[config.mk]
export PLATFORM = sky130hd
export DESIGN_NAME = eit_timer
export DESIGN_NICKNAME = d
export VERILOG_FILES = /design/src/eit_pkg.sv /design/src/eit_timer.sv
export VERILOG_INCLUDE_DIRS = /design/src
export SDC_FILE = /design/constraint.sdc
export NUM_CORES = 1
export LEC_CHECK = 0
export BUFFER_PORTS_ARGS = -buffer_cell sky130_fd_sc_hd__buf_4
export CAP_MARGIN = 10
export CORE_ASPECT_RATIO = 1.2
export CORE_MARGIN = 2
export CORE_UTILIZATION = 60
export CTS_CLUSTER_DIAMETER = 100
export CTS_CLUSTER_SIZE = 10
export DETAILED_ROUTE_END_ITERATION = 6
export PLACE_DENSITY_LB_ADDON = 0.05
export RECOVER_POWER = 100
export REMOVE_ABC_BUFFERS = 1
export SLEW_MARGIN = 15
export SYNTH_ARGS = -nofsm -noshare
export SYNTH_HDL_FRONTEND = slang
export SYNTH_SLANG_ARGS = --single-unit
[constraint.sdc]
create_clock -name pclk -period 2.85 [get_ports pclk]
set_input_delay 0.1425 -clock pclk [delete_from_list [all_inputs] [get_ports pclk]]
set_output_delay 0.1425 -clock pclk [all_outputs]
set_load 0.01 [all_outputs]
[src/eit_regs.svh]
// register indices, field positions and reset values of the interval timer
`ifndef EIT_REGS_SVH
`define EIT_REGS_SVH
// number of timer instances
`define EIT_N 3
// apb address width, byte address = index * 4
`define EIT_AW 18
`define EIT_IX_W 16
// counter and compare indices per instance
`define EIT_IX_CNT0 16'hff16
`define EIT_IX_CMP0 16'hff17
`define EIT_IX_CNT1 16'hff50
`define EIT_IX_CMP1 16'hff51
`define EIT_IX_CNT2 16'hff52
`define EIT_IX_CMP2 16'hff53
// control registers, one per instance
`define EIT_IX_CTL0 16'hff60
`define EIT_IX_CTL1 16'hff61
`define EIT_IX_CTL2 16'hff62
// interrupt status, enable and clear
`define EIT_IX_STAT 16'hff68
`define EIT_IX_IEN 16'hff69
`define EIT_IX_ICLR 16'hff6a
// control fields
`define EIT_SEL_LSB 0
`define EIT_SEL_MSB 2
`define EIT_RUN_BIT 7
// reset values and constants
`define EIT_CNT_RST 8'h00
`define EIT_CMP_RST 8'h00
`define EIT_ONE 8'h01
`define EIT_ALL 8'hff
`define EIT_ALIGN 2'h0
`endif

[src/eit_pkg.sv]
// types of the eight-bit interval timer
package eit_pkg;
	// register kind decoded from an apb index
	typedef enum logic [2:0] {
		EK_NONE, EK_CNT, EK_CMP, EK_CTL, EK_STAT, EK_IEN, EK_ICLR
	} eit_kind_t;
	// whole state of the timer block
	typedef struct packed {
		logic [2:0][7:0] cnt;
		logic [2:0][7:0] cmp;
		logic [2:0][2:0] sel;
		logic [2:0] run;
		logic [7:0] pre;
		logic [2:0] stat;
		logic [2:0] ien;
		logic [2:0] mpulse;
		logic irq;
		logic pready;
		logic pslverr;
		logic [31:0] prdata;
	} eit_state_t;
endpackage

[src/eit_timer.sv]
// three eight-bit interval timers behind an apb slave
//
// The APB register port was chosen for this implementation.
`timescale 1ns/100ps
//
// Contract
// - three identical timers, each fully independent
// - on match counter clears, counts on, interrupts
// - low three control bits pick count clock
// - run bit set starts counting at the next count clock enable
// - run bit cleared halts counting
// - interrupt period is compare plus one count clocks
// - first counter readable, read only, resets zero
// - first compare read write, resets zero
`include "eit_regs.svh"

module eit_timer (
	input wire logic pclk,
	input wire logic presetn,
	input wire logic psel,
	input wire logic penable,
	input wire logic pwrite,
	input wire logic [`EIT_AW-1:0] paddr,
	input wire logic [31:0] pwdata,
	output logic [31:0] prdata,
	output logic pready,
	output logic pslverr,
	output logic irq,
	output logic [2:0] match_interrupt
);
	import eit_pkg::*;

	// ****************************************
	// decode helpers
	// ****************************************

	// register kind of an index
	function automatic eit_pkg::eit_kind_t dec_kind(
		input logic [`EIT_IX_W-1:0] ix);
		dec_kind = EK_NONE;
		if (ix == `EIT_IX_CNT0 || ix == `EIT_IX_CNT1 ||
			ix == `EIT_IX_CNT2) begin
			dec_kind = EK_CNT;
		end
		if (ix == `EIT_IX_CMP0 || ix == `EIT_IX_CMP1 ||
			ix == `EIT_IX_CMP2) begin
			dec_kind = EK_CMP;
		end
		if (ix == `EIT_IX_CTL0 || ix == `EIT_IX_CTL1 ||
			ix == `EIT_IX_CTL2) begin
			dec_kind = EK_CTL;
		end
		if (ix == `EIT_IX_STAT) begin
			dec_kind = EK_STAT;
		end
		if (ix == `EIT_IX_IEN) begin
			dec_kind = EK_IEN;
		end
		if (ix == `EIT_IX_ICLR) begin
			dec_kind = EK_ICLR;
		end
	endfunction

	// instance number of a per-timer index
	function automatic logic [1:0] dec_inst(
		input logic [`EIT_IX_W-1:0] ix);
		dec_inst = 2'h0;
		if (ix == `EIT_IX_CNT1 || ix == `EIT_IX_CMP1 ||
			ix == `EIT_IX_CTL1) begin
			dec_inst = 2'h1;
		end
		if (ix == `EIT_IX_CNT2 || ix == `EIT_IX_CMP2 ||
			ix == `EIT_IX_CTL2) begin
			dec_inst = 2'h2;
		end
	endfunction

	// count clock enable: pclk divided by two to the select
	function automatic logic tick_of(input logic [7:0] pre,
		input logic [2:0] sel);
		logic [7:0] mask;
		mask = ~(`EIT_ALL << sel);
		tick_of = (pre & mask) == mask;
	endfunction

	// ****************************************
	// state and count clock enables
	// ****************************************

	eit_state_t st;
	eit_state_t next_st;
	logic [2:0] tick;
	logic [`EIT_IX_W-1:0] ix;
	eit_kind_t kind;
	logic [1:0] inst;

	assign ix = paddr[`EIT_AW-1:2];
	assign kind = dec_kind(ix);
	assign inst = dec_inst(ix);

	// one enable per timer from the shared prescaler
	genvar g;
	for (g = 0; g < `EIT_N; g++) begin : g_tick
		assign tick[g] = tick_of(st.pre, st.sel[g]);
	end

	// ****************************************
	// next state
	// ****************************************

	// counting, apb access and interrupt bookkeeping
	always_comb begin
		logic acc;
		logic wr;
		logic [2:0] clr;
		logic [7:0] rd;
		logic err;
		next_st = st;
		acc = psel & penable & ~st.pready;
		wr = psel & penable & st.pready & pwrite & ~st.pslverr;
		clr = 3'h0;
		rd = 8'h00;
		// unmapped or unaligned accesses are refused
		err = (kind == EK_NONE) || (paddr[1:0] != `EIT_ALIGN);
		next_st.mpulse = 3'h0;
		next_st.pre = st.pre + `EIT_ONE;
		// timers step on their own enables
		for (int i = 0; i < `EIT_N; i++) begin
			if (st.run[i] && tick[i]) begin
				if (st.cnt[i] == st.cmp[i]) begin
					next_st.cnt[i] = `EIT_CNT_RST;
					next_st.mpulse[i] = 1'b1;
				end else begin
					next_st.cnt[i] = st.cnt[i] + `EIT_ONE;
				end
			end
		end
		// writes take effect on the completing edge
		if (wr) begin
			unique case (kind)
				EK_CMP: begin
					next_st.cmp[inst] = pwdata[7:0];
				end
				EK_CTL: begin
					next_st.sel[inst] =
						pwdata[`EIT_SEL_MSB:`EIT_SEL_LSB];
					next_st.run[inst] = pwdata[`EIT_RUN_BIT];
				end
				EK_IEN: begin
					next_st.ien = pwdata[2:0];
				end
				EK_ICLR: begin
					clr = pwdata[2:0];
				end
				EK_NONE, EK_CNT, EK_STAT: begin
					clr = 3'h0;
				end
			endcase
		end
		// read data gathered in the first access cycle
		unique case (kind)
			EK_CNT: begin
				rd = st.cnt[inst];
			end
			EK_CMP: begin
				rd = st.cmp[inst];
			end
			EK_CTL: begin
				rd = {st.run[inst], 4'h0, st.sel[inst]};
			end
			EK_STAT: begin
				rd = {5'h00, st.stat};
			end
			EK_IEN: begin
				rd = {5'h00, st.ien};
			end
			EK_NONE, EK_ICLR: begin
				rd = 8'h00;
			end
		endcase
		next_st.pready = acc;
		// a refused read returns zero along with the error
		next_st.pslverr = acc & err;
		next_st.prdata = (acc && !pwrite && !err) ?
			{24'h000000, rd} : 32'h0;
		// a new match wins over a clear in the same cycle
		next_st.stat = (st.stat & ~clr) | next_st.mpulse;
		next_st.irq = |(next_st.stat & next_st.ien);
	end

	// ****************************************
	// state register
	// ****************************************

	// all state in one register
	always_ff @(posedge pclk or negedge presetn) begin
		if (!presetn) begin
			st <= '0;
		end else begin
			st <= next_st;
		end
	end

	// outputs straight from the state register
	assign prdata = st.prdata;
	assign pready = st.pready;
	assign pslverr = st.pslverr;
	assign irq = st.irq;
	assign match_interrupt = st.mpulse;

	// per-timer checks on each instance
	for (g = 0; g < `EIT_N; g++) begin : g_chk
		localparam logic [`EIT_IX_W-1:0] CIX =
			`EIT_IX_CTL0 + `EIT_IX_W'(g);
		localparam logic [`EIT_IX_W-1:0] MIX = (g == 0) ? `EIT_IX_CMP0 :
			(g == 1) ? `EIT_IX_CMP1 : `EIT_IX_CMP2;

	end
endmodule // eit_timer

==> metrics.md, run 1 <==
| Metric | Value |
|---|---|
| Status | `finished with violations` |
| Violated checks | `capacitance limit, slew limit` |
| Syn Area/Cell | `10.00 µm²` |
| Final wirelength | `12270 µm` |
| Worst Clk Skew | `8.364 ps` |
| Startpoint Class | `primary input` |
| R2r setup slk | `a little over 500 ps` |
| Synth cell types | `63` |
| Final setup TNS | `0 ps` |
| Reg2reg end | `irq` |
| Overflow after GRT | `0` |
| CTS H-tree depth | `3` |
| Comb pwr share | `between 5 and 6%` |
| Layout cells sized above 1 | `18.28%` |
| Fill cells | `688` |
| Synth Warn # | `0` |
| Synth Flop Type | `dfrtp_1` |
| Post-DP HPWL | `9218 µm` |
| End of the worst hold path | `st[86]` |
| TritonCTS clock tree | `done` |
| Internal power | `0.001714 W` |
| Post-CTS Setup Bufs | `0` |
| Synth Instances | `513` |
| Async set-reset flop share out of synthesis | `100.0%` |
| Worst rel slew slack | `-31.09%` |
| Design Area, Final | `5570 µm²` |
| Final hold violations | `0` |
| Commonest non-fill, non-tap cell in the layout | `dfrtp_1` |
| Final-report setup violation count | `0` |
| Crit. End Element | `register` |
| Post-CTS Hold Buffers | `1` |
| Final ANT Viol Nets | `0` |
| Commonest non-fill, non-tap cells in the layout | `dfrtp_1 (87), mux2_2 (42), buf_4 (38)` |
| Die footprint | `9309 µm²` |
| Wire length per cell | `18.26 µm` |
| RSZ-0062 raised after global routing | `false` |
| Initial antenna violation count | `0` |
| Critical path, cell by cell | `clkbuf_1, or3b_1, nor4_1, nand2b_1, buf_12, a221oi_1, nor3_1, o311a_1` |
| CP Buf/Inv Count | `2` |
| Worst Tran Pin Value | `between 1500 and 2000 ps` |
| VDD IR max | `0.0002845 V` |
| Stages on the worst setup path | `8` |
| Max cap viols | `1` |
| Post-synth top area share | `42.44%` |
| FP Rows | `36` |
| CTS resizes | `0` |
| HP Start | `pwdata[6]` |
| Crit Path Class | `primary input to register` |
| Vias per cell | `~6.1` |
| Routability cong. | `0.8806` |
| DIE HEIGHT | `105.3 µm` |
| Switching part of the total | `22.36%` |
| Crit-path slowest cell | `nor4_1` |
| IO Pins | `93` |
| Vias in the first global route | `approximately 4000` |
| Total GRT Usage | `27.70%` |
| Worst-Skew Late Latency | `360 ps` |
| Placed instance area | `between 5000 and 6000 µm²` |
| Iteration-0 DRC Markers | `251` |
| Hold Crit Depth | `2` |
| CP delay by family, top | `simple AND/OR/NAND/NOR gates` |
| Fin crit share | `a little over four fifths` |
| Reg clk slew, reported paths | `80 ps` |
| FF-to-FF Start | `st[96]` |
| TritonCTS buffer count | `9` |
| Clk network pwr share | `38.6%` |
| Critical Path RT | `3100 ps` |
| Seq cells post-synth | `87` |
| Layout net count | `615` |
| CTS Root Cell | `clkbuf_8` |
| LEAKAGE | `2.569 nW` |
| Diodes inserted | `0` |
| R2R cell count | `6` |
| Psw | `0.0004937 W` |
| Largest stage delay on the critical path | `600 ps` |
| Sink Count | `87` |
| Clock Tree Buf Depth | `2` |
| PwrDens | `396.4 nW/µm²` |
| Arrival @ worst endpoint | `2670 ps` |
| Register share of total power | `56.0%` |
| Syn-to-layout area delta | `8.585%` |
| Die X | `88.41 µm` |
| Maximum fanout along the worst path | `14` |
| Via count | `4079` |
| DRC viols | `0` |
| Post-synth EDFFs | `0` |
| Netlist Area Pre-Place | `5130 µm²` |
| CORE AREA | `8198 µm²` |
| I/O Buffers | `44` |
| Synth area leaders | `dfrtp_1 (42%), mux2_2 (9.7%), buf_4 (5.1%)` |
| Area leader, netlist | `dfrtp_1` |
| Drt pass-1 iters | `5` |
| Largest net degree at the start of global routing | `37` |
| HP Class | `primary input to register` |
| Seq/Total Area, Yosys | `42.44%` |
| First-pass GRT wire length | `19750 µm` |
| F_max | `between 0.4 and 0.5 GHz` |
| Slew Viols, Final | `37` |
| Tmin final | `2419 ps` |
| Initial Util | `62.58%` |
## stage by stage
| step | instances | util, % | power (W) | setup slack, ps | hold WS [ps] |
|---|---|---|---|---|---|
| after floorplan | 488 | - | 0.001298 | 550.2 | -153.1 |
| after global placement | 658 | 66.68 | 0.001379 | 425.8 | 119.5 |
| after detailed placement | 658 | 66.68 | 0.001382 | 385.7 | 126.1 |
| after CTS | 672 | 69.06 | 0.002227 | 519.4 | 14.85 |
| after global routing | 672 | 67.95 | 0.002283 | 299.9 | 26.09 |
| final | 672 | 67.95 | 0.002208 | 430.8 | 24.98 |
## registers in the layout, indices dropped and copies added, names as in the netlist
register / flops
st: 73
pslverr: 1
irq: 1
pready: 1
match_interrupt: 3
prdata: 8
## synthesized netlist by cell type, types with 4 or more instances
cell,number
nand2b_1,11
o211ai_1,4
o31ai_1,11
nand3b_1,5
nand3_1,16
nor2_1,36
and3_1,9
a21oi_1,16
o21a_1,4
clkbuf_1,7
or3_1,9
xor2_1,12
inv_1,11
buf_4,35
nand4_1,9
o21ai_1,4
nor2b_1,8
a211oi_1,6
nand2_1,22
and2_1,7
nor4_1,5
ha_1,4
mux2_2,44
dfrtp_1,87
buf_2,5
a31oi_1,4
o21ai_0,34
nor3_1,6
mux2i_1,10
xnor2_1,18
## final cells by class
cell class	instances	area, µm²	share of cell area (%)
inverter	11	41.29	0.7412
clock buffer	12	155.1	2.785
tap	114	142.6	2.561
sequential	87	2177	39.08
timing repair buffer	57	379.1	6.806
multi-input combinational	390	2645	47.48
clock inverter	1	30.03	0.5391
## power by group through the flow
stage	logic (W)	registers, W	clock network, W
finish	0.000119	0.00124	0.000853
global route	0.000132	0.00124	0.000915
CTS	0.000123	0.00124	0.000868
detailed placement	0.000121	0.00126	0
global placement	0.000118	0.00126	0
floorplan	0.0000358	0.00126	0
## how the worst max path moves through the flow
stage                        start   endpoint  slack, ps
final                     paddr[9]  prdata[7]        430
after global routing       presetn     st[91]        300
after CTS                   st[96]        irq        520
after detailed placement  paddr[9]  prdata[7]        390
after global placement    paddr[9]  prdata[7]        430
after floorplan           paddr[9]  prdata[7]        550
## cells by family after synthesis
kind of cell | Yosys count | synth area share, %
other | 1 | 0.07310
buffers and inverters | 59 | 7.146
XOR/XNOR | 30 | 5.122
adder cells (fa/ha/maj) | 4 | 0.9756
AO/OA/AOI/OAI | 116 | 15.07
flip-flops | 87 | 42.44
AND/OR/NAND/NOR | 162 | 17.56
multiplexers | 54 | 11.61
## routing by layer
| metal | GRT usage [%] | wire length, µm | up-vias |
|---|---|---|---|
| li1 | - | - | 1898 |
| met1 | 35.21 | 5046 | 2018 |
| met2 | 46.13 | 6211 | 130 |
| met3 | 3.211 | 534 | 33 |
| met4 | 13.64 | 481 | 0 |
| met5 | 0 | 0 | - |
No activity file was read; power rests on OpenSTA's default activity.
==> run 2, diff against run 1 <==
- ABC_AREA: unset -> 1
- CORE_UTILIZATION: 60 -> 51
- clock period: 2.85 -> 2 ns (I/O delays scaled with it)
==> run 2 against run 1 <==
The run now ends clean. Flip-flop and latch count did not move. Non-clock buffer count fell by 2. Final area rose by 3.2%. Die area rose by 18%. First-iteration DRC count rose by 31%. Synthesized cell count rose by 32%. Clock-buffer cell count fell by 1. Critical path type is now register to register. Critical endpoint is now st[70]. Largest cell class unchanged. Highest routed layer unchanged.
==> metrics.md, run 2 <==
| Metric | Value |
|---|---|
| Status | `finished, final reports clean (was finished with violations)` |
| F_max | `0.5490 GHz` |
| Worst-Skew Late Latency | `340 ps (was 360 ps)` |
| TritonCTS buffer count | `9 (unchanged)` |
| Vias per cell | `5.237 (was 6.070)` |
| Critical path origin | `pslverr (was paddr[9])` |
| Comb pwr share | `4.4% (was 5.4%)` |
| Vias in the first global route | `4108 (was 3991)` |
| Sink Count | `87 (unchanged)` |
| I/O Buffers | `44 (unchanged)` |
| Worst rel slew slack | `42.87% (was -31.09%)` |
| Layout net count | `781 (was 615)` |
| HP Start | `penable (was pwdata[6])` |
| LEAKAGE | `2.772 nW (was 2.569 nW)` |
| Worst Clk Skew | `7.400 ps (was 8.364 ps)` |
| Startpoint Class | `register (was primary input)` |
| Final setup TNS | `0 ps (unchanged)` |
| IO Pins | `93 (unchanged)` |
| CORE AREA | `9910 µm² (was 8198 µm²)` |
| Fin crit share | `91.07%` |
| CP delay by family, top | `simple AND/OR/NAND/NOR gates (unchanged)` |
| Post-DP HPWL | `9439 µm (was 9218 µm)` |
| Final ANT Viol Nets | `0 (unchanged)` |
| Register share of total power | `47.2% (was 56.0%)` |
| Clk network pwr share | `48.4% (was 38.6%)` |
| HP Class | `primary input to register (unchanged)` |
| Reg clk slew, reported paths | `60 ps (was 80 ps)` |
| FF-to-FF Start | `pslverr (was st[96])` |
| CTS Root Cell | `clkbuf_16 (was clkbuf_8)` |
| R2r setup slk | `180 ps (was 510 ps)` |
| Synth Instances | `678 (was 513)` |
| Synth cell types | `39 (was 63)` |
| Max cap viols | `0 (was 1)` |
| Die X | `95.84 µm (was 88.41 µm)` |
| Initial Util | `52.08% (was 62.58%)` |
| Syn Area/Cell | `7.612 µm² (was 10.00 µm²)` |
| Initial antenna violation count | `0 (unchanged)` |
| Syn-to-layout area delta | `11.35% (was 8.585%)` |
| Diodes inserted | `0 (unchanged)` |
| First-pass GRT wire length | `20150 µm (was 19750 µm)` |
| Switching part of the total | `21.28% (was 22.36%)` |
| Critical path, cell by cell | `nor2_1, and3_1, inv_1, nor2_2, nand2_1, nand2_1, o21ai_0 (was clkbuf_1, or3b_1, nor4_1, nand2b_1, buf_12, a221oi_1, nor3_1, o311a_1)` |
| Critical Path RT | `2210 ps (was 3100 ps)` |
| Final hold violations | `0 (unchanged)` |
| Largest stage delay on the critical path | `380 ps (was 600 ps)` |
| Wire length per cell | `14.57 µm (was 18.26 µm)` |
| Critical path's most frequent cell | `nand2_1` |
| Post-synth EDFFs | `0 (unchanged)` |
| VDD IR max | `0.0005702 V (was 0.0002845 V)` |
| Most instantiated library cell after synthesis | `nand2_1 (was dfrtp_1)` |
| Synth area leaders | `dfrtp_1 (42%), nand2_1 (13%), buf_4 (5.2%) (was dfrtp_1 (42%), mux2_2 (9.7%), buf_4 (5.1%))` |
| Synth cell count leaders | `nand2_1 (182), dfrtp_1 (87), inv_1 (65) (was dfrtp_1 (87), mux2_2 (44), nor2_1 (36))` |
| Slew Viols, Final | `0 (was 37)` |
| Internal power | `0.002943 W (was 0.001714 W)` |
| CTS H-tree depth | `3 (unchanged)` |
| Netlist Area Pre-Place | `5161 µm² (was 5130 µm²)` |
| Crit Path Class | `register to register (was primary input to register)` |
| Max FFs per register | `73 (unchanged)` |
| PwrDens | `650.6 nW/µm² (was 396.4 nW/µm²)` |
| TritonCTS clock tree | `done (unchanged)` |
| FP Rows | `40 (was 36)` |
| CP Buf/Inv Count | `1 (was 2)` |
| Overflow after GRT | `0 (unchanged)` |
| Maximum fanout along the worst path | `16 (was 14)` |
| Seq/Total Area, Yosys | `42.18% (was 42.44%)` |
| Clock Tree Buf Depth | `2 (unchanged)` |
| Arrival @ worst endpoint | `2030 ps (was 2670 ps)` |
| Iteration-0 DRC Markers | `328 (was 251)` |
| Commonest non-fill, non-tap cells in the layout | `nand2_1 (186), dfrtp_1 (87), inv_1 (66) (was dfrtp_1 (87), mux2_2 (42), buf_4 (38))` |
| Commonest non-fill, non-tap cell in the layout | `nand2_1 (was dfrtp_1)` |
| Routability cong. | `0.9127 (was 0.8806)` |
| Crit-path slowest cell | `dfrtp_1 (was nor4_1)` |
| Final wirelength | `12430 µm (was 12270 µm)` |
| Post-synth top area share | `42.18% (was 42.44%)` |
| Via count | `4467 (was 4079)` |
| Synth Warn # | `0 (unchanged)` |
| Final core utilization | `57.99% (was 67.95%)` |
| Total GRT Usage | `23.99% (was 27.70%)` |
| Tmin final | `1821 ps` |
| Largest net degree at the start of global routing | `62 (was 37)` |
| Crit. End Element | `register (unchanged)` |
| Die footprint | `10940 µm² (was 9309 µm²)` |
| DRC viols | `0 (unchanged)` |
| Async set-reset flop share out of synthesis | `100.0% (unchanged)` |
| Final-report setup violation count | `0 (unchanged)` |
| Drt pass-1 iters | `5 (unchanged)` |
| Hold slack final | `44.11 ps (was 24.98 ps)` |
| Layout cells sized above 1 | `12.10% (was 18.28%)` |
| Post-CTS Setup Bufs | `0 (unchanged)` |
| RSZ-0062 raised after global routing | `false (unchanged)` |
| Synth Flop Type | `dfrtp_1 (unchanged)` |
| Area leader, netlist | `dfrtp_1 (unchanged)` |
| Seq cells post-synth | `87 (unchanged)` |
| Largest Register | `st (unchanged)` |
| Psw | `0.0007958 W (was 0.0004937 W)` |
| Worst Tran Pin Value | `857.0 ps (was 1966 ps)` |
| DIE HEIGHT | `114.2 µm (was 105.3 µm)` |
## run 2: logic make-up (layout without fill, tap and decap cells)
family	Yosys count	count (layout)	synth area share [%]
other	1	24	0.07266
AOI/OAI and AO/OA	89	89	10.04
and+or+nand+nor	350	350	29.99
buffers and inverters	116	142	11.49
DFF	87	87	42.18
xor gates and xnor gates	31	31	5.261
adders and majority gates	4	4	0.9697
## run 2: path summary, 6_finish.rpt
path,cells after the start,endpoint
worst max-delay path,7,st[70]
worst min-delay path,3,pready
worst max register to register,7,st[70]
worst min register to register,1,st[49]
max in group asynchronous,3,st[86]
min in group asynchronous,2,st[61]
## run 2: timing repair
action / 4_1_cts / 5_1_grt
endpoints found under the hold margin: 26 / 0
gates resized for setup: 0 / 2
endpoints found under the setup margin: 0 / 2
hold buffers: 1 / 0
## run 2: stage by stage
stage / power [W] / instance area (µm²) / setup WS (ps) / std cells
after floorplan: 0.001858 / 4922 / 468.2 / 656
after global placement: 0.001964 / 5498 / 189.5 / 836
after detailed placement: 0.001968 / 5498 / 148.4 / 836
after CTS: 0.003776 / 5832 / 151.3 / 853
after global routing: 0.003868 / 5747 / 26.80 / 853
final: 0.003739 / 5747 / 178.5 / 853
## run 2: layout make-up
type	count	area [µm²]
fillers	966	4163
well taps	126	157.7
flip-flops and latches	87	2177
multi-input cells	498	2461
repair buffers	55	359.1
inverters	71	267.8
clock buffers	11	242.7
clock inverters	5	81.33
## run 2: power groups by stage
stage	Sequential (W)	Combinational (W)	Clock, W
3_3_place_gp	0.00180	0.000168	0
3_5_place_dp	0.00180	0.000172	0
2_1_floorplan	0.00180	0.0000608	0
4_1_cts	0.00176	0.000174	0.00184
5_1_grt	0.00176	0.000188	0.00192
6_report	0.00176	0.000165	0.00181
## run 2: per-layer routing
| layer | track usage [%] | vias up | routed length, µm |
|---|---|---|---|
| met5 | 0 | - | 0 |
| met4 | 5.619 | 0 | 102 |
| met3 | 3.621 | 10 | 699 |
| met2 | 39.07 | 120 | 5970 |
| met1 | 33.75 | 2120 | 5657 |
| li1 | - | 2217 | - |
## run 2: worst register-to-register path: stages, from the launching register on
cell and delay (ps):
dfrtp_1 380, nor2_1 90, and3_1 280, inv_1 150, nor2_2 220, nand2_1 320
nand2_1 160, o21ai_0 90
